$ cat src/design/spim_pkg.sv
/*
 * Constants, state encodings and shared helpers of the serial port.
 * Assumes the CPU side reaches the three registers through plain strobe ports.
 */
`default_nettype none

package spim_pkg;

    localparam int DW = 8;

    // control register fields
    localparam int CR_IRQ_EN_BIT = 7;
    localparam int CR_PORT_EN_BIT = 6;
    localparam int CR_RATE2_BIT = 5;
    localparam int CR_MASTER_BIT = 4;
    localparam int CR_CLOCK_POLARITY_BIT = 3;
    localparam int CR_CLOCK_PHASE_BIT = 2;
    localparam int CR_RATE1_BIT = 1;
    localparam int CR_RATE0_BIT = 0;

    // control/status register fields
    localparam int CSR_DONE_BIT = 7;
    localparam int CSR_WRITE_COLLISION_FLAG_BIT = 6;
    localparam int CSR_OVR_BIT = 5;
    localparam int CSR_MODE_FAULT_FLAG_BIT = 4;
    localparam int CSR_SSM_BIT = 1;
    localparam int CSR_SSI_BIT = 0;

    localparam logic [7:0] DATA_RESET = 8'h00;
    localparam logic [2:0] RATE_RESET = 3'h0;

    // rate codes and half periods of sck, in clk cycles minus one
    localparam logic [2:0] RATE_DIV4 = 3'h4;
    localparam logic [2:0] RATE_DIV8 = 3'h0;
    localparam logic [2:0] RATE_DIV16 = 3'h1;
    localparam logic [2:0] RATE_DIV32 = 3'h6;
    localparam logic [2:0] RATE_DIV64 = 3'h2;
    localparam logic [6:0] HALF_DIV4 = 7'h01;
    localparam logic [6:0] HALF_DIV8 = 7'h03;
    localparam logic [6:0] HALF_DIV16 = 7'h07;
    localparam logic [6:0] HALF_DIV32 = 7'h0f;
    localparam logic [6:0] HALF_DIV64 = 7'h1f;
    localparam logic [6:0] HALF_DIV128 = 7'h3f;
    localparam logic [6:0] HALF_ZERO = 7'h00;

    // sixteen sck transitions per byte
    localparam logic [3:0] FIRST_EDGE = 4'h0;
    localparam logic [3:0] LAST_EDGE = 4'hf;

    localparam int FIFO_DEPTH = 32;
    localparam int FIFO_AW = 5;

    typedef enum logic [2:0] {
        M_IDLE = 3'b001,
        M_HOLD = 3'b010,
        M_RUN = 3'b100
    } spim_mstate_t;

    // unused codes fall back to the slowest rate
    function automatic logic [6:0] spim_half_count(input logic [2:0] rate);
        case (rate)
            RATE_DIV4: return HALF_DIV4;
            RATE_DIV8: return HALF_DIV8;
            RATE_DIV16: return HALF_DIV16;
            RATE_DIV32: return HALF_DIV32;
            RATE_DIV64: return HALF_DIV64;
            default: return HALF_DIV128;
        endcase
    endfunction : spim_half_count

    // one sck transition: returns {shift register, captured bit}
    function automatic logic [8:0] spim_step(input logic [7:0] sr, input logic cap,
                                             input logic [3:0] e, input logic clock_phase,
                                             input logic din);
        logic [7:0] s;
        logic c;
        s = sr;
        c = cap;
        if (e[0] == clock_phase)
        begin
            c = din;
            if (clock_phase && (e == LAST_EDGE))
            begin
                s = {sr[6:0], din};
            end
        end
        else if (e != FIRST_EDGE)
        begin
            s = {sr[6:0], cap};
        end
        return {s, c};
    endfunction : spim_step

endpackage : spim_pkg

`default_nettype wire

$ cat src/design/spim_sync.sv
/*
 * Two-flop synchroniser for a group of pin inputs.
 * Assumes each bit changes slowly relative to clk; no bus coherence is given.
 */
`default_nettype none

module spim_sync
    import spim_pkg::*;
#(
    parameter int W = 4
)
(
    // clock and reset
    input wire logic clk,
    input wire logic arst_n,
    // pins in, synchronised out
    input wire logic [W-1:0] din,
    output logic [W-1:0] dout
);

    typedef struct packed {
        logic [W-1:0] s1;
        logic [W-1:0] s2;
    } spim_sync_st_t;

    spim_sync_st_t st_ff;
    spim_sync_st_t nxt_st;

    always_comb
    begin
        nxt_st.s1 = din;
        nxt_st.s2 = st_ff.s1;
    end

    always_ff @(posedge clk or negedge arst_n)
    begin
        if (!arst_n)
        begin
            st_ff <= '0;
        end
        else
        begin
            st_ff <= nxt_st;
        end
    end

    assign dout = st_ff.s2;

endmodule : spim_sync

`default_nettype wire

$ cat src/design/spim_fifo.sv
/*
 * Received-byte FIFO with registered read data and valid/ready on both sides.
 * Assumes a single clock; the output stage holds one word beyond DEPTH.
 */
`default_nettype none

module spim_fifo
    import spim_pkg::*;
#(
    parameter int W = 8,
    parameter int DEPTH = 32,
    parameter int AW = 5
)
(
    // clock and reset
    input wire logic clk,
    input wire logic arst_n,
    // filling side
    input wire logic in_valid,
    input wire logic [W-1:0] in_data,
    output logic in_ready,
    // draining side
    output logic out_valid,
    output logic [W-1:0] out_data,
    input wire logic out_ready
);

    localparam logic [AW:0] FULL_COUNT = (AW+1)'(DEPTH);
    localparam logic [AW:0] EMPTY_COUNT = '0;

    typedef struct packed {
        logic [DEPTH-1:0][W-1:0] mem;
        logic [AW-1:0] wr_ptr;
        logic [AW-1:0] rd_ptr;
        logic [AW:0] count;
        logic [W-1:0] out_data;
        logic out_valid;
    } spim_fifo_st_t;

    spim_fifo_st_t st_ff;
    spim_fifo_st_t nxt_st;
    logic push;
    logic load;

    always_comb
    begin
        nxt_st = st_ff;
        push = in_valid && (st_ff.count != FULL_COUNT);
        load = (st_ff.count != EMPTY_COUNT) && (!st_ff.out_valid || out_ready);
        if (push)
        begin
            nxt_st.mem[st_ff.wr_ptr] = in_data;
            nxt_st.wr_ptr = st_ff.wr_ptr + 1'b1;
        end
        if (load)
        begin
            nxt_st.out_data = st_ff.mem[st_ff.rd_ptr];
            nxt_st.rd_ptr = st_ff.rd_ptr + 1'b1;
            nxt_st.out_valid = 1'b1;
        end
        else if (out_ready)
        begin
            nxt_st.out_valid = 1'b0;
        end
        if (push && !load)
        begin
            nxt_st.count = st_ff.count + 1'b1;
        end
        else if (load && !push)
        begin
            nxt_st.count = st_ff.count - 1'b1;
        end
    end

    always_ff @(posedge clk or negedge arst_n)
    begin
        if (!arst_n)
        begin
            st_ff <= '0;
        end
        else
        begin
            st_ff <= nxt_st;
        end
    end

    assign in_ready = (st_ff.count != FULL_COUNT);
    assign out_valid = st_ff.out_valid;
    assign out_data = st_ff.out_data;

endmodule : spim_fifo

`default_nettype wire

$ cat src/design/spim_port.sv
/*
 * Master/slave synchronous serial port with its three CPU registers.
 * Assumes CPU access strobes are one-cycle pulses on clk; all pins are async.
 */
`default_nettype none

module spim_port
    import spim_pkg::*;
(
    // clock and reset
    input wire logic clk,
    input wire logic arst_n,
    // control register access
    input wire logic cr_wr,
    input wire logic [7:0] cr_wdata,
    output logic [7:0] cr_rdata,
    // control/status register access
    input wire logic csr_rd,
    input wire logic csr_wr,
    input wire logic [7:0] csr_wdata,
    output logic [7:0] csr_rdata,
    // data register access
    input wire logic dr_rd,
    input wire logic dr_wr,
    input wire logic [7:0] dr_wdata,
    output logic [7:0] dr_rdata,
    // cpu interrupt
    input wire logic cpu_irq_mask,
    output logic irq_req,
    // serial pins
    input wire logic ss_n_pin,
    input wire logic sck_in,
    output logic sck_out,
    output logic sck_oe,
    input wire logic mosi_in,
    output logic mosi_out,
    output logic mosi_oe,
    input wire logic miso_in,
    output logic miso_out,
    output logic miso_oe,
    // received byte stream
    output logic rx_valid,
    output logic [7:0] rx_data,
    input wire logic rx_ready
);

    typedef struct packed {
        logic irq_en;
        logic port_enable;
        logic [2:0] rate;
        logic master_select;
        logic clock_polarity;
        logic clock_phase;
        logic tdf;
        logic write_collision_flag;
        logic overrun_flag;
        logic mode_fault_flag;
        logic soft_select_manage;
        logic soft_select_level;
        logic tdf_armed;
        logic tdf_seen_rd;
        logic write_collision_flag_armed;
        logic mode_fault_flag_armed;
        logic [7:0] sr;
        logic cap;
        logic [7:0] rxbuf;
        logic [3:0] edge_cnt;
        logic [6:0] half_cnt;
        spim_mstate_t mstate;
        logic sck_out;
        logic sck_prev;
        logic sck_oe;
        logic miso_oe;
        logic irq;
        logic push;
        logic [7:0] push_data;
    } spim_port_st_t;

    spim_port_st_t st_ff;
    spim_port_st_t nxt_st;

    logic [3:0] pins_s;
    logic ss_s;
    logic sck_s;
    logic mosi_s;
    logic miso_s;
    logic fifo_ready;
    logic ss_int;
    logic busy;
    logic done_w;
    logic [7:0] rx_byte;
    logic [8:0] step;

    ////////////////////////////////////////////////////////////////////////////

    spim_sync #(
        .W(4)
    ) u_sync (
        .clk(clk),
        .arst_n(arst_n),
        .din({ss_n_pin, sck_in, mosi_in, miso_in}),
        .dout(pins_s)
    );

    assign ss_s = pins_s[3];
    assign sck_s = pins_s[2];
    assign mosi_s = pins_s[1];
    assign miso_s = pins_s[0];

    // stream copy of each byte with room in the fifo; a full fifo stalls master starts and drops slave bytes
    spim_fifo #(
        .W(DW),
        .DEPTH(FIFO_DEPTH),
        .AW(FIFO_AW)
    ) u_fifo (
        .clk(clk),
        .arst_n(arst_n),
        .in_valid(st_ff.push),
        .in_data(st_ff.push_data),
        .in_ready(fifo_ready),
        .out_valid(rx_valid),
        .out_data(rx_data),
        .out_ready(rx_ready)
    );

    ////////////////////////////////////////////////////////////////////////////

    always_comb
    begin
        nxt_st = st_ff;
        nxt_st.push = 1'b0;
        done_w = 1'b0;
        rx_byte = st_ff.sr;
        step = {st_ff.sr, st_ff.cap};
        ss_int = st_ff.soft_select_manage ? st_ff.soft_select_level : ss_s;
        // phase zero slave is busy for as long as it is selected
        busy = (st_ff.mstate != M_IDLE)
            || (st_ff.port_enable && !st_ff.master_select && !ss_int
                && (!st_ff.clock_phase || (st_ff.edge_cnt != FIRST_EDGE)));

        // control register write
        if (cr_wr)
        begin
            nxt_st.irq_en = cr_wdata[CR_IRQ_EN_BIT];
            nxt_st.rate = {cr_wdata[CR_RATE2_BIT], cr_wdata[CR_RATE1_BIT],
                           cr_wdata[CR_RATE0_BIT]};
            nxt_st.clock_polarity = cr_wdata[CR_CLOCK_POLARITY_BIT];
            nxt_st.clock_phase = cr_wdata[CR_CLOCK_PHASE_BIT];
            // a pending fault only lets these bits be cleared
            nxt_st.port_enable = cr_wdata[CR_PORT_EN_BIT]
                && (st_ff.port_enable || !st_ff.mode_fault_flag || st_ff.mode_fault_flag_armed);
            nxt_st.master_select = cr_wdata[CR_MASTER_BIT]
                && (st_ff.master_select || !st_ff.mode_fault_flag || st_ff.mode_fault_flag_armed);
            if (st_ff.mode_fault_flag_armed)
            begin
                nxt_st.mode_fault_flag = 1'b0;
                nxt_st.mode_fault_flag_armed = 1'b0;
            end
        end

        // control/status register access
        if (csr_wr)
        begin
            nxt_st.soft_select_manage = csr_wdata[CSR_SSM_BIT];
            nxt_st.soft_select_level = csr_wdata[CSR_SSI_BIT];
        end
        if ((csr_wr || csr_rd) && st_ff.tdf)
        begin
            nxt_st.tdf_armed = 1'b1;
        end
        if (csr_rd)
        begin
            nxt_st.overrun_flag = 1'b0;
            nxt_st.write_collision_flag_armed = 1'b1;
            if (st_ff.tdf)
            begin
                nxt_st.tdf_seen_rd = 1'b1;
            end
            if (st_ff.mode_fault_flag)
            begin
                nxt_st.mode_fault_flag_armed = 1'b1;
            end
        end

        // data register access
        if (dr_rd || dr_wr)
        begin
            if (st_ff.tdf_armed)
            begin
                nxt_st.tdf = 1'b0;
                nxt_st.tdf_armed = 1'b0;
                nxt_st.tdf_seen_rd = 1'b0;
            end
            if (st_ff.write_collision_flag_armed)
            begin
                nxt_st.write_collision_flag = 1'b0;
                nxt_st.write_collision_flag_armed = 1'b0;
            end
        end
        if (dr_wr && (!st_ff.tdf || st_ff.tdf_seen_rd))
        begin
            if (busy)
            begin
                nxt_st.write_collision_flag = 1'b1;
                nxt_st.write_collision_flag_armed = 1'b0;
            end
            else
            begin
                nxt_st.sr = dr_wdata;
                if (st_ff.port_enable && st_ff.master_select)
                begin
                    nxt_st.mstate = M_HOLD;
                    nxt_st.edge_cnt = FIRST_EDGE;
                    nxt_st.half_cnt = spim_half_count(st_ff.rate);
                    nxt_st.sck_out = st_ff.clock_polarity;
                end
            end
        end

        // master clock engine
        case (st_ff.mstate)
            M_IDLE:
            begin
                nxt_st.sck_out = st_ff.clock_polarity;
            end
            M_HOLD:
            begin
                if (fifo_ready && !st_ff.push)
                begin
                    nxt_st.mstate = M_RUN;
                end
            end
            M_RUN:
            begin
                if (st_ff.half_cnt == HALF_ZERO)
                begin
                    nxt_st.half_cnt = spim_half_count(st_ff.rate);
                    nxt_st.sck_out = !st_ff.sck_out;
                    step = spim_step(st_ff.sr, st_ff.cap, st_ff.edge_cnt, st_ff.clock_phase, miso_s);
                    nxt_st.sr = step[8:1];
                    nxt_st.cap = step[0];
                    nxt_st.edge_cnt = st_ff.edge_cnt + 1'b1;
                    if (st_ff.edge_cnt == LAST_EDGE)
                    begin
                        nxt_st.mstate = M_IDLE;
                        done_w = 1'b1;
                        rx_byte = step[8:1];
                        // phase one: mosi must not move on its own final capture edge
                        nxt_st.sr = st_ff.clock_phase ? st_ff.sr : step[8:1];
                    end
                end
                else
                begin
                    nxt_st.half_cnt = st_ff.half_cnt - 1'b1;
                end
            end
            default:
            begin
                nxt_st.mstate = M_IDLE;
            end
        endcase

        // slave engine, clocked by edges of the synchronised sck
        nxt_st.sck_prev = sck_s;
        if (st_ff.port_enable && !st_ff.master_select && !ss_int)
        begin
            if (sck_s != st_ff.sck_prev)
            begin
                step = spim_step(st_ff.sr, st_ff.cap, st_ff.edge_cnt, st_ff.clock_phase, mosi_s);
                nxt_st.sr = step[8:1];
                nxt_st.cap = step[0];
                nxt_st.edge_cnt = st_ff.edge_cnt + 1'b1;
                if (st_ff.edge_cnt == LAST_EDGE)
                begin
                    done_w = 1'b1;
                    rx_byte = step[8:1];
                end
            end
        end
        else if (st_ff.mstate == M_IDLE)
        begin
            // deselect resynchronises the bit count for the next byte
            nxt_st.edge_cnt = FIRST_EDGE;
        end

        // byte completion; a set beats a same-cycle clear
        if (done_w)
        begin
            nxt_st.push = 1'b1;
            nxt_st.push_data = rx_byte;
            nxt_st.tdf = 1'b1;
            nxt_st.tdf_armed = 1'b0;
            nxt_st.tdf_seen_rd = 1'b0;
            if (st_ff.tdf)
            begin
                nxt_st.overrun_flag = 1'b1;
            end
            else
            begin
                nxt_st.rxbuf = rx_byte;
            end
        end

        // mode fault overrides same-cycle writes of enable, master, the fault flag and a master start
        if (st_ff.master_select && !ss_int)
        begin
            nxt_st.mode_fault_flag = 1'b1;
            nxt_st.mode_fault_flag_armed = 1'b0;
            nxt_st.port_enable = 1'b0;
            nxt_st.master_select = 1'b0;
            nxt_st.mstate = M_IDLE;
        end

        nxt_st.sck_oe = nxt_st.port_enable && nxt_st.master_select;
        nxt_st.miso_oe = nxt_st.port_enable && !nxt_st.master_select && !ss_int;
        nxt_st.irq = nxt_st.irq_en && !cpu_irq_mask
            && (nxt_st.tdf || nxt_st.mode_fault_flag || nxt_st.overrun_flag);
    end

    always_ff @(posedge clk or negedge arst_n)
    begin
        if (!arst_n)
        begin
            st_ff <= '0;
            st_ff.mstate <= M_IDLE;
            st_ff.rate <= RATE_RESET;
            st_ff.sr <= DATA_RESET;
            st_ff.rxbuf <= DATA_RESET;
        end
        else
        begin
            st_ff <= nxt_st;
        end
    end

    ////////////////////////////////////////////////////////////////////////////

    assign cr_rdata = {st_ff.irq_en, st_ff.port_enable, st_ff.rate[2], st_ff.master_select,
                       st_ff.clock_polarity, st_ff.clock_phase, st_ff.rate[1:0]};
    assign csr_rdata = {st_ff.tdf, st_ff.write_collision_flag, st_ff.overrun_flag, st_ff.mode_fault_flag,
                        2'h0, st_ff.soft_select_manage, st_ff.soft_select_level};
    assign dr_rdata = st_ff.rxbuf;
    assign irq_req = st_ff.irq;
    assign sck_out = st_ff.sck_out;
    assign sck_oe = st_ff.sck_oe;
    assign mosi_out = st_ff.sr[7];
    assign mosi_oe = st_ff.sck_oe;
    assign miso_out = st_ff.sr[7];
    assign miso_oe = st_ff.miso_oe;
endmodule : spim_port

`default_nettype wire

$ cat config.mk
export PLATFORM = sky130hd
export DESIGN_NAME = spim_port
export DESIGN_NICKNAME = d
export VERILOG_FILES = /design/src/design/spim_pkg.sv /design/src/design/spim_sync.sv /design/src/design/spim_fifo.sv /design/src/design/spim_port.sv
export SDC_FILE = /design/constraint.sdc
export NUM_CORES = 1
export LEC_CHECK = 0
export BUFFER_PORTS_ARGS = -buffer_cell sky130_fd_sc_hd__buf_4
export CORE_MARGIN = 8
export CORE_UTILIZATION = 52
export CTS_CLUSTER_SIZE = 30
export DETAILED_ROUTE_END_ITERATION = 10
export PLACE_DENSITY_LB_ADDON = 0.12
export SYNTH_ARGS = -nofsm -noshare
export SYNTH_HDL_FRONTEND = slang
export SYNTH_SLANG_ARGS = --single-unit
$ cat constraint.sdc
create_clock -name clk -period 4.2 [get_ports clk]
set_input_delay 0.42 -clock clk [delete_from_list [all_inputs] [get_ports clk]]
set_output_delay 0.42 -clock clk [all_outputs]
set_load 0.02 [all_outputs]
==> results.yml, run 1 <==
setup_path:
  end_kind: "flip-flop"
  crit_path_max_fanout: 7
  cp_class: "flip-flop to flip-flop"
  critical_path_buf_inv_count: 1
  regToRegStartpoint: "u_fifo.st_ff[9]"
  worst_ep_required_time_ns: 4.61
  crit_family: "simple AND/OR/NAND/NOR gates"
  worst_path_max_delay_cell: "sky130_fd_sc_hd__or3b_1"
  cp_num_cells: 11
  cp-endpoint: "u_fifo.st_ff[14]"
  crit_path_frequent_cell: "sky130_fd_sc_hd__ha_1"
  cp_slowest_stage_delay_ns: 0.55
  r2r_slack_ns: 0.68
  crit_path_cell_trace: "or4_4 > or3b_1 > and2_2 > ha_1 > inv_1 > ha_1 > a21o_2 > a21oi_1 > or4_1 > nand4_1 > xor2_1"
  timing.rr.end: "u_fifo.st_ff[14]"
  critPathLaunchType: "flip-flop"
  arrival_ns: 3.92
  worst_r2r_path_depth: 11
  setup.worst_path.start: "u_fifo.st_ff[9]"
sta:
  finalSetupViolCount: 0
  worst_slack_ns: 0.683
  finalHoldViolations: 0
  fin_hold_ws_ns: 0.106
  final_critical_delay_including_setup_and_external_delays_ns: 3.52
  rsz0062_at_grt: "false"
  slew_viol_final: 0
  final.setup.tns_ns: 0
  finalCritPeriodShare: 0.837
  skew_ns: 0.0161
  max-slew-margin-rel: 0.144
  pin_slew_with_the_least_headroom_to_its_limit_ns: 1.28
  fmax_mhz: 284
run_status:
  run_status: "finished clean"
die:
  floorplan.rows: 65
  io_pins: 77
  floorplan.core_area_um2: 31500
  fp.dieW_um: 194
  initial_core_util: 0.526
  die-height_um: 194
  die_area_um2: 37800
power_and_ir_drop:
  power.internal_w: 0.00676
  power.ir.vdd_worst_mv: 0.370
  power_per_cell_area_nw_per_um2: 512
  p_switching_w: 0.00276
  switching_power_as_a_share_of_total_power: 0.290
  seq_power_share: 0.414
  pwr-share-comb: 0.200
  power.total_w: 0.00952
  leakagePower_nw: 8.74
  clkPwrFrac: 0.386
placement:
  port_buffers: 68
  dpl.hpwl_mm: 23.6
  place_ws_ns: 0.684
  routabilityCongestion: 0.813
detailed_routing:
  drcViolationCount: 0
  drtIter0Drc: 678
  wire_per_inst_um: 21.7
  wirelength_mm: 36.3
  ant_nets: 0
  avg_vias_per_cell: 5.98
  via_count: 9976
  dr.pass1.iters: 5
synthesis:
  mappedNetlistArea_um2: 16500
  postSynthAreaPerCell_um2: 13.6
  synth_top_flop_cell: "sky130_fd_sc_hd__dfrtp_1"
  portion_of_the_post_synthesis_area_used_by_sequential_elements: 0.532
  synth.ff_latch_count: 352
  synth_warnings: 0
  number_of_instances_in_the_synthesized_netlist: 1214
  synthDistinctLibCells: 69
  async_flop_share: 1.00
  synth_edf_count: 0
final_layout:
  drive_gt1_frac: 0.418
  layout.cells.most_common: "sky130_fd_sc_hd__dfrtp_1"
  syn2layout_area_growth_pct: 12.3
  nNetsFinal: 1289
  fin_util: 0.591
  n_antenna_cell: 0
  layout.cells.most_common_list: "sky130_fd_sc_hd__dfrtp_1 (349), sky130_fd_sc_hd__mux2_2 (258), sky130_fd_sc_hd__buf_4 (75)"
global_routing:
  globalRoute.totalOverflow: 0
  grt_start_max_net_pins: 105
  grt_antenna_before_repair: 0
  global_route.usage.total: 0.196
  grt_first_pass_wirelength_mm: 59.6
  first_global_vias: 10400
cts:
  clk_pin_slew_worst_paths_ns: 0.06
  cts_resized: 0
  tritoncts_num_sinks: 352
  skew_pair_late_insertion_delay_ns: 0.52
  postCtsSetupBuffers: 0
  maximum_buffer_depth_of_the_clock_tree: 3
  clock-root-buffer: "sky130_fd_sc_hd__clkbuf_16"
  clock_tree_from_tritoncts: "done"
  cts-htree-levels: 2
  cts_made_buffers: 39
min_path:
  worstHoldPathType: "input pin to flip-flop"
run:
  maxCapViolations: 0
==> cell type report <==
class,count,area (um^2)
multi-input cells,739,7070
clock buffers,58,1200
inverters,20,75.1
fillers,2529,12900
repair buffers,85,708
flip-flops and latches,352,8810
clock inverters,13,215
well taps,402,503
==> registers in the layout, indices dropped and copies added, names as in the netlist <==
name,count
u_fifo.st_ff,272
csr_rdata,6
u_fifo.out_valid,1
miso_out,1
miso_oe,1
u_sync.nxt_st,4
irq_req,1
u_fifo.out_data,8
sck_out,1
st_ff,36
u_sync.dout,4
mosi_oe,1
cr_rdata,8
dr_rdata,8
==> cell usage after synthesis, types with 3 or more instances <==
| master | number | area share |
|---|---|---|
| sky130_fd_sc_hd__mux2_4 | 8 | 0.0073 |
| sky130_fd_sc_hd__mux2i_1 | 10 | 0.0060 |
| sky130_fd_sc_hd__nand4_1 | 7 | 0.0026 |
| sky130_fd_sc_hd__nand2_1 | 35 | 0.0079 |
| sky130_fd_sc_hd__nand3b_1 | 6 | 0.0027 |
| sky130_fd_sc_hd__a221oi_1 | 7 | 0.0037 |
| sky130_fd_sc_hd__nand2b_1 | 3 | 0.0011 |
| sky130_fd_sc_hd__a21o_1 | 6 | 0.0027 |
| sky130_fd_sc_hd__ha_1 | 14 | 0.011 |
| sky130_fd_sc_hd__and3_1 | 7 | 0.0026 |
| sky130_fd_sc_hd__o22ai_1 | 40 | 0.015 |
| sky130_fd_sc_hd__nor4_1 | 3 | 0.0011 |
| sky130_fd_sc_hd__xor2_1 | 4 | 0.0021 |
| sky130_fd_sc_hd__or2_2 | 3 | 0.0011 |
| sky130_fd_sc_hd__buf_4 | 40 | 0.018 |
| sky130_fd_sc_hd__nor3_1 | 7 | 0.0021 |
| sky130_fd_sc_hd__nand3_1 | 13 | 0.0039 |
| sky130_fd_sc_hd__clkbuf_1 | 47 | 0.011 |
| sky130_fd_sc_hd__dfrtp_1 | 351 | 0.53 |
| sky130_fd_sc_hd__nor3b_1 | 5 | 0.0023 |
| sky130_fd_sc_hd__nor2_1 | 42 | 0.0095 |
| sky130_fd_sc_hd__a21oi_1 | 37 | 0.011 |
| sky130_fd_sc_hd__nor2_2 | 30 | 0.011 |
| sky130_fd_sc_hd__o221ai_1 | 4 | 0.0021 |
| sky130_fd_sc_hd__a211oi_1 | 3 | 0.0014 |
| sky130_fd_sc_hd__or3b_2 | 6 | 0.0032 |
| sky130_fd_sc_hd__or3_1 | 3 | 0.0011 |
| sky130_fd_sc_hd__mux4_2 | 64 | 0.087 |
| sky130_fd_sc_hd__xnor2_1 | 10 | 0.0053 |
| sky130_fd_sc_hd__or4_1 | 9 | 0.0041 |
| sky130_fd_sc_hd__mux2_2 | 258 | 0.18 |
| sky130_fd_sc_hd__nor2b_1 | 3 | 0.0011 |
| sky130_fd_sc_hd__nand3_2 | 3 | 0.0018 |
| sky130_fd_sc_hd__and2_1 | 11 | 0.0042 |
| sky130_fd_sc_hd__buf_1 | 3 | 0.00068 |
| sky130_fd_sc_hd__inv_1 | 19 | 0.0043 |
| sky130_fd_sc_hd__a31oi_1 | 4 | 0.0015 |
| sky130_fd_sc_hd__buf_2 | 11 | 0.0033 |
| sky130_fd_sc_hd__o21ai_0 | 40 | 0.012 |
==> worst min-delay path: stages <==
cell and delay [ns]:
sky130_fd_sc_hd__buf_4 0.08, sky130_fd_sc_hd__nand2_1 0.04, sky130_fd_sc_hd__o21ai_0 0.06
==> metrics by stage <==
step | instances | cell area [um^2]
finish | 1669 | 18600
global route | 1669 | 18600
CTS | 1669 | 18600
detailed placement | 1593 | 17100
global placement | 1593 | 17100
floorplan | 1215 | 16600
==> routing by layer <==
metal	track usage	wire length, um
met1	0.285	17500
met2	0.305	16800
met3	0.0302	1310
met4	0.0495	693
met5	0	0
==> timing repair <==
item                       in CTS  in global routing
hold endpoints to repair       82                  0
setup endpoints to repair       0                  0
hold buffers                    5                  0
==> power groups by stage <==
stage / clock, W / combinational, W / sequential (W)
6_report: 0.00368 / 0.00190 / 0.00394
5_1_grt: 0.00391 / 0.00208 / 0.00399
4_1_cts: 0.00377 / 0.00192 / 0.00394
3_5_place_dp: 0 / 0.00192 / 0.00400
3_3_place_gp: 0 / 0.00190 / 0.00399
2_1_floorplan: 0 / 0.00148 / 0.00381
==> worst min-delay path by stage <==
stage / startpoint / to / slack, ns / depth (start not counted)
finish: cr_wdata[2] / cr_rdata[2] / 0.11 / 3
global route: cr_wdata[2] / cr_rdata[2] / 0.1 / 3
CTS: cr_wdata[2] / cr_rdata[2] / 0.08 / 3
detailed placement: u_sync.nxt_st[3] / u_sync.dout[3] / 0.34 / 0
global placement: u_sync.nxt_st[1] / u_sync.dout[1] / 0.33 / 0
floorplan: arst_n / cr_rdata[0] / 0.12 / 0
==> logic make-up after synthesis <==
family	count (synthesis)	share of synthesized area
flip-flops	352	0.532
multiplexers	340	0.276
AND/OR/NAND/NOR	207	0.0711
AO/OA/AOI/OAI	161	0.0606
buffers and inverters	124	0.0405
adder cells (fa/ha/maj)	15	0.0118
XOR/XNOR	14	0.00741
other	1	0.000227
(Power assumes the default switching activity.)
==> run 2: changes to the inputs <==
- clock period: 4.2 -> 3.55 ns (I/O delays scaled with it)
==> run 2 against run 1 <==
Net effect:
- worst setup slack lost 0.43 ns
- worst hold slack lost 0.042 ns
- global-route usage grew 0.27 points
- total power grew 15%
- sequential cell count is the same
- clock power grew 7.1%
- first-iteration DRC count shrank 7.2%
- die area is the same
- fmax grew 6.6%
- critical path type unchanged
==> results.yml, run 2 (synthesis results as in run 1) <==
run_status:
  run_status: "finished clean"
sta:
  fin_hold_ws_ns: 0.0639
  rsz0062_at_grt: "false"
  final.setup.tns_ns: 0
  finalCritPeriodShare: 0.929
  max-slew-margin-rel: 0.181
  pin_slew_with_the_least_headroom_to_its_limit_ns: 1.23
  fmax_mhz: 303
  skew_ns: 0.0137
  final_critical_delay_including_setup_and_external_delays_ns: 3.30
  finalHoldViolations: 0
  slew_viol_final: 0
  finalSetupViolCount: 0
die:
  die-height_um: 194
  die_area_um2: 37800
  io_pins: 77
  floorplan.core_area_um2: 31500
  initial_core_util: 0.526
  floorplan.rows: 65
  fp.dieW_um: 194
detailed_routing:
  drtIter0Drc: 629
  wirelength_mm: 37.1
  dr.pass1.iters: 6
  ant_nets: 0
  via_count: 10100
  drcViolationCount: 0
  avg_vias_per_cell: 6.01
  wire_per_inst_um: 22.2
final_layout:
  largest_register_ff_count: 272
  n_antenna_cell: 0
  layout.cells.most_common: "sky130_fd_sc_hd__dfrtp_1"
  syn2layout_area_growth_pct: 11.9
  layout.cells.most_common_list: "sky130_fd_sc_hd__dfrtp_1 (349), sky130_fd_sc_hd__mux2_2 (258), sky130_fd_sc_hd__buf_4 (81)"
  reg_top3: "u_fifo.st_ff (272), st_ff (36)"
  nNetsFinal: 1296
  top_register: "u_fifo.st_ff"
  drive_gt1_frac: 0.416
global_routing:
  grt_start_max_net_pins: 104
  first_global_vias: 10600
  grt_first_pass_wirelength_mm: 60.5
  globalRoute.totalOverflow: 0
  grt_antenna_before_repair: 0
  global_route.usage.total: 0.198
setup_path:
  critical_path_buf_inv_count: 1
  crit_path_max_fanout: 6
  timing.rr.end: "u_fifo.st_ff[14]"
  crit_path_cell_trace: "or4_4 > or3b_1 > and2_2 > ha_1 > inv_1 > ha_1 > a21o_2 > a21oi_1 > or4_1 > nand4_1 > xor2_1"
  crit_path_frequent_cell: "sky130_fd_sc_hd__ha_1"
  cp_class: "flip-flop to flip-flop"
  crit_family: "simple AND/OR/NAND/NOR gates"
  worst_ep_required_time_ns: 3.95
  arrival_ns: 3.70
  r2r_slack_ns: 0.25
  worst_r2r_path_depth: 11
  worst_path_max_delay_cell: "sky130_fd_sc_hd__or4_4"
  critPathLaunchType: "flip-flop"
  end_kind: "flip-flop"
  regToRegStartpoint: "u_fifo.st_ff[9]"
  cp_slowest_stage_delay_ns: 0.53
power_and_ir_drop:
  power.internal_w: 0.00762
  pwr-share-comb: 0.217
  clkPwrFrac: 0.361
  power_per_cell_area_nw_per_um2: 589
  power.ir.vdd_worst_mv: 0.359
  switching_power_as_a_share_of_total_power: 0.302
  p_switching_w: 0.00329
  leakagePower_nw: 8.70
  seq_power_share: 0.422
cts:
  postCtsSetupBuffers: 0
  clk_pin_slew_worst_paths_ns: 0.06
  maximum_buffer_depth_of_the_clock_tree: 3
  cts_stage_hold_buffer_count: 5
  cts-htree-levels: 2
  clock-root-buffer: "sky130_fd_sc_hd__clkbuf_16"
  tritoncts_num_sinks: 352
  cts_resized: 0
  skew_pair_late_insertion_delay_ns: 0.52
  clock_tree_from_tritoncts: "done"
  cts_made_buffers: 38
placement:
  dpl.hpwl_mm: 24.0
  port_buffers: 68
  routabilityCongestion: 0.831
run:
  maxCapViolations: 0
min_path:
  worstHoldPathType: "input pin to flip-flop"
  worst_hold_path.num_cells: 3
  worst_hold_path.endpoint: "cr_rdata[2]"
  timing.hold.worst.start: "cr_wdata[2]"
run 2: cell count changes in the layout (fill, tap and decap cells not counted), sizes merged:
cell,previous run,this run
bufinv,6,0
clkinv,8,2
clkinvlp,0,1
clkbuf,58,64
buf,80,88
run 2: worst max-delay path by stage:
stage,end,from,cells after the start
2_1_floorplan,u_fifo.st_ff[14],u_fifo.st_ff[9],13
3_3_place_gp,u_fifo.st_ff[14],u_fifo.st_ff[9],11
3_5_place_dp,u_fifo.st_ff[14],u_fifo.st_ff[9],11
4_1_cts,u_fifo.st_ff[14],u_fifo.st_ff[9],11
5_1_grt,u_fifo.st_ff[14],u_fifo.st_ff[9],11
6_report,u_fifo.st_ff[14],u_fifo.st_ff[9],11
run 2: final cells by class:
class / instances / area (um^2)
multi-input cells: 739 / 7070
repair buffers: 93 / 793
clock inverters: 2 / 12.5
flip-flops and latches: 352 / 8810
fillers: 2551 / 13000
inverters: 20 / 75.1
clock buffers: 64 / 1240
well taps: 402 / 503
run 2: per-stage QoR:
stage / utilization / instance area (um^2) / cells / worst slack [ns] / power (W)
after floorplan: - / 16600 / 1215 / 0.264 / 0.00625
after global placement: 0.547 / 17200 / 1601 / 0.328 / 0.00703
after detailed placement: 0.547 / 17200 / 1601 / 0.256 / 0.00707
after CTS: 0.588 / 18500 / 1672 / 0.232 / 0.0110
after global routing: 0.588 / 18500 / 1672 / 0.0327 / 0.0114
final: 0.588 / 18500 / 1672 / 0.251 / 0.0109
run 2: worst register-to-register path, delay by kind of cell (launching register included):
kind                       cells  cell delay [ns]
xor gates and xnor gates       1             0.16
AOI/OAI and AO/OA              2             0.42
buffers and inverters          1             0.21
DFF                            1             0.43
adders and majority gates      2             0.52
and+or+nand+nor                5             1.44
run 2: per-layer routing:
| layer | vias to the layer above | global-route usage | wire length (um) |
|---|---|---|---|
| met5 | - | 0 | 0 |
| met4 | 0 | 0.0504 | 829 |
| met3 | 63 | 0.0297 | 1460 |
| met2 | 207 | 0.313 | 17300 |
| met1 | 5294 | 0.286 | 17500 |
| li1 | 4490 | - | - |
run 2: power groups by stage:
stage / combinational (W) / clock, W / sequential (W)
final: 0.00236 / 0.00394 / 0.00461
after global routing: 0.00254 / 0.00418 / 0.00465
after CTS: 0.00240 / 0.00403 / 0.00461
after detailed placement: 0.00239 / 0 / 0.00468
after global placement: 0.00236 / 0 / 0.00467
after floorplan: 0.00175 / 0 / 0.00450
==> run 3: changes to the inputs <==
==> constraint.sdc (replaced) <==
create_clock -name clk -period 3.55 [get_ports clk]
set_input_delay 0.71 -clock clk [delete_from_list [all_inputs] [get_ports clk]]
set_output_delay 0.71 -clock clk [all_outputs]
set_load 0.02 [all_outputs]
==> run 3 against run 2 <==
Net effect:
- first-iteration DRC count fell by 11%
- combinational power about the same
- sequential share of layout area up 0.29 points
- critical path type unchanged
- core utilization decreased by 0.35 points
==> results.yml, run 3 (synthesis results as in run 1) <==
setup_path:
  arrival_ns: 3.66
  crit_path_frequent_cell: "sky130_fd_sc_hd__ha_1"
  worst_path_max_delay_cell: "sky130_fd_sc_hd__or4_4"
  cp_class: "flip-flop to flip-flop"
  crit_path_cell_trace: "or4_4 > or3b_1 > and2_2 > ha_1 > inv_1 > ha_1 > a21o_2 > a21oi_1 > or4_1 > nand4_1 > xor2_1"
  r2r_slack_ns: 0.29
  cp_slowest_stage_delay_ns: 0.54
  critPathLaunchType: "flip-flop"
  crit_path_max_fanout: 6
  worst_ep_required_time_ns: 3.95
  end_kind: "flip-flop"
final_layout:
  layout.cells.most_common: "sky130_fd_sc_hd__dfrtp_1"
  reg_top3: "u_fifo.st_ff (272), st_ff (36)"
  top_register: "u_fifo.st_ff"
  nNetsFinal: 1289
  final_design_area_no_fill_um2: 18400
  drive_gt1_frac: 0.414
  n_antenna_cell: 0
  largest_register_ff_count: 272
  layout.cells.most_common_list: "sky130_fd_sc_hd__dfrtp_1 (349), sky130_fd_sc_hd__mux2_2 (258), sky130_fd_sc_hd__buf_4 (80)"
  syn2layout_area_growth_pct: 11.2
power_and_ir_drop:
  power.ir.vdd_worst_mv: 0.399
  leakagePower_nw: 8.65
  pwr-share-comb: 0.218
  clkPwrFrac: 0.358
  power.internal_w: 0.00756
  seq_power_share: 0.424
  p_switching_w: 0.00327
  power_per_cell_area_nw_per_um2: 589
  switching_power_as_a_share_of_total_power: 0.302
placement:
  routabilityCongestion: 0.831
  dpl.hpwl_mm: 23.6
  place_area_um2: 17200
  port_buffers: 68
min_path:
  worstHoldPathType: "input pin to asynchronous set/reset pin"
detailed_routing:
  drtIter0Drc: 562
  avg_vias_per_cell: 5.96
  wire_per_inst_um: 21.8
  wirelength_mm: 36.4
  via_count: 9946
  ant_nets: 0
  dr.pass1.iters: 5
  drcViolationCount: 0
sta:
  finalHoldViolations: 0
  rsz0062_at_grt: "false"
  finalCritPeriodShare: 0.918
  fmax_mhz: 307
  final.setup.tns_ns: 0
  max-slew-margin-rel: 0.151
  slew_viol_final: 0
  skew_ns: 0.0115
  pin_slew_with_the_least_headroom_to_its_limit_ns: 1.27
  final_critical_delay_including_setup_and_external_delays_ns: 3.26
  finalSetupViolCount: 0
global_routing:
  global_route.usage.total: 0.197
  first_global_vias: 10400
  grt_first_pass_wirelength_mm: 59.8
  grt_start_max_net_pins: 77
  globalRoute.totalOverflow: 0
  grt_antenna_before_repair: 1
die:
  fp.dieW_um: 194
  die-height_um: 194
  die_area_um2: 37800
  io_pins: 77
  floorplan.rows: 65
  floorplan.core_area_um2: 31500
  initial_core_util: 0.526
cts:
  cts-htree-levels: 2
  cts_stage_hold_buffer_count: 0
  cts_resized: 0
  clock_tree_from_tritoncts: "done"
  clock-root-buffer: "sky130_fd_sc_hd__clkbuf_16"
  maximum_buffer_depth_of_the_clock_tree: 3
  tritoncts_num_sinks: 352
  postCtsSetupBuffers: 0
  clk_pin_slew_worst_paths_ns: 0.06
  skew_pair_late_insertion_delay_ns: 0.52
  cts_made_buffers: 38
run:
  maxCapViolations: 0
run_status:
  run_status: "finished clean"
## run 3: cell types whose count changed in the layout (fill, tap and decap cells not counted), sizes merged
cell and change:
inv +1, buf -2, dlygate4sd3 -5, bufinv +2
clkinv +4, clkbuf -3, clkinvlp -1
## run 3: power groups by stage
stage	Clock (W)	Sequential, W	Combinational, W
floorplan	0	0.00450	0.00175
global placement	0	0.00466	0.00236
detailed placement	0	0.00467	0.00238
CTS	0.00398	0.00460	0.00239
global route	0.00416	0.00464	0.00257
finish	0.00387	0.00460	0.00236
## run 3: worst max-delay path, delay by kind of cell (launching register included)
kind | cells | cell delay (ns)
simple gates | 5 | 1.41
xor+xnor | 1 | 0.15
compound gates | 2 | 0.43
fa+ha+maj | 2 | 0.52
buf+inv | 1 | 0.20
flops | 1 | 0.43
## run 3: metrics by stage
stage / worst slack (ns) / hold slack (ns) / total power [W] / utilization / instances
4_1_cts: 0.270 / 0.193 / 0.0110 / 0.585 / 1668
6_report: 0.290 / 0.175 / 0.0108 / 0.585 / 1668
3_3_place_gp: 0.321 / 0.332 / 0.00701 / 0.546 / 1599
2_1_floorplan: 0.264 / 0.331 / 0.00625 / - / 1215
5_1_grt: 0.0725 / 0.227 / 0.0114 / 0.585 / 1668
3_5_place_dp: 0.292 / 0.336 / 0.00705 / 0.546 / 1599
## run 3: layout make-up
cell class	count	area (um^2)
fill	2517	13100
clock buffer	61	1130
tap	402	503
inverter	20	75.1
multi-input combinational	739	7070
clock inverter	8	93.8
sequential	352	8810
timing repair buffer	86	716
## run 3: final timing paths
check                            startpoint                end  cells past startpoint
min                                  arst_n  u_fifo.st_ff[199]                      1
max                         u_fifo.st_ff[9]   u_fifo.st_ff[14]                     11
max in group asynchronous            arst_n  u_fifo.st_ff[262]                      2
max reg2reg                 u_fifo.st_ff[9]   u_fifo.st_ff[14]                     11
min in group clk                     sck_in   u_sync.nxt_st[2]                      1
min reg2reg                u_sync.nxt_st[0]     u_sync.dout[0]                      0
## run 3: layer usage
metal | part of all wire | wire [um] | GRT usage
met5 | 0.00027 | 10 | 0
met4 | 0.019 | 706 | 0.0478
met3 | 0.040 | 1470 | 0.0295
met2 | 0.46 | 16700 | 0.305
met1 | 0.48 | 17600 | 0.289
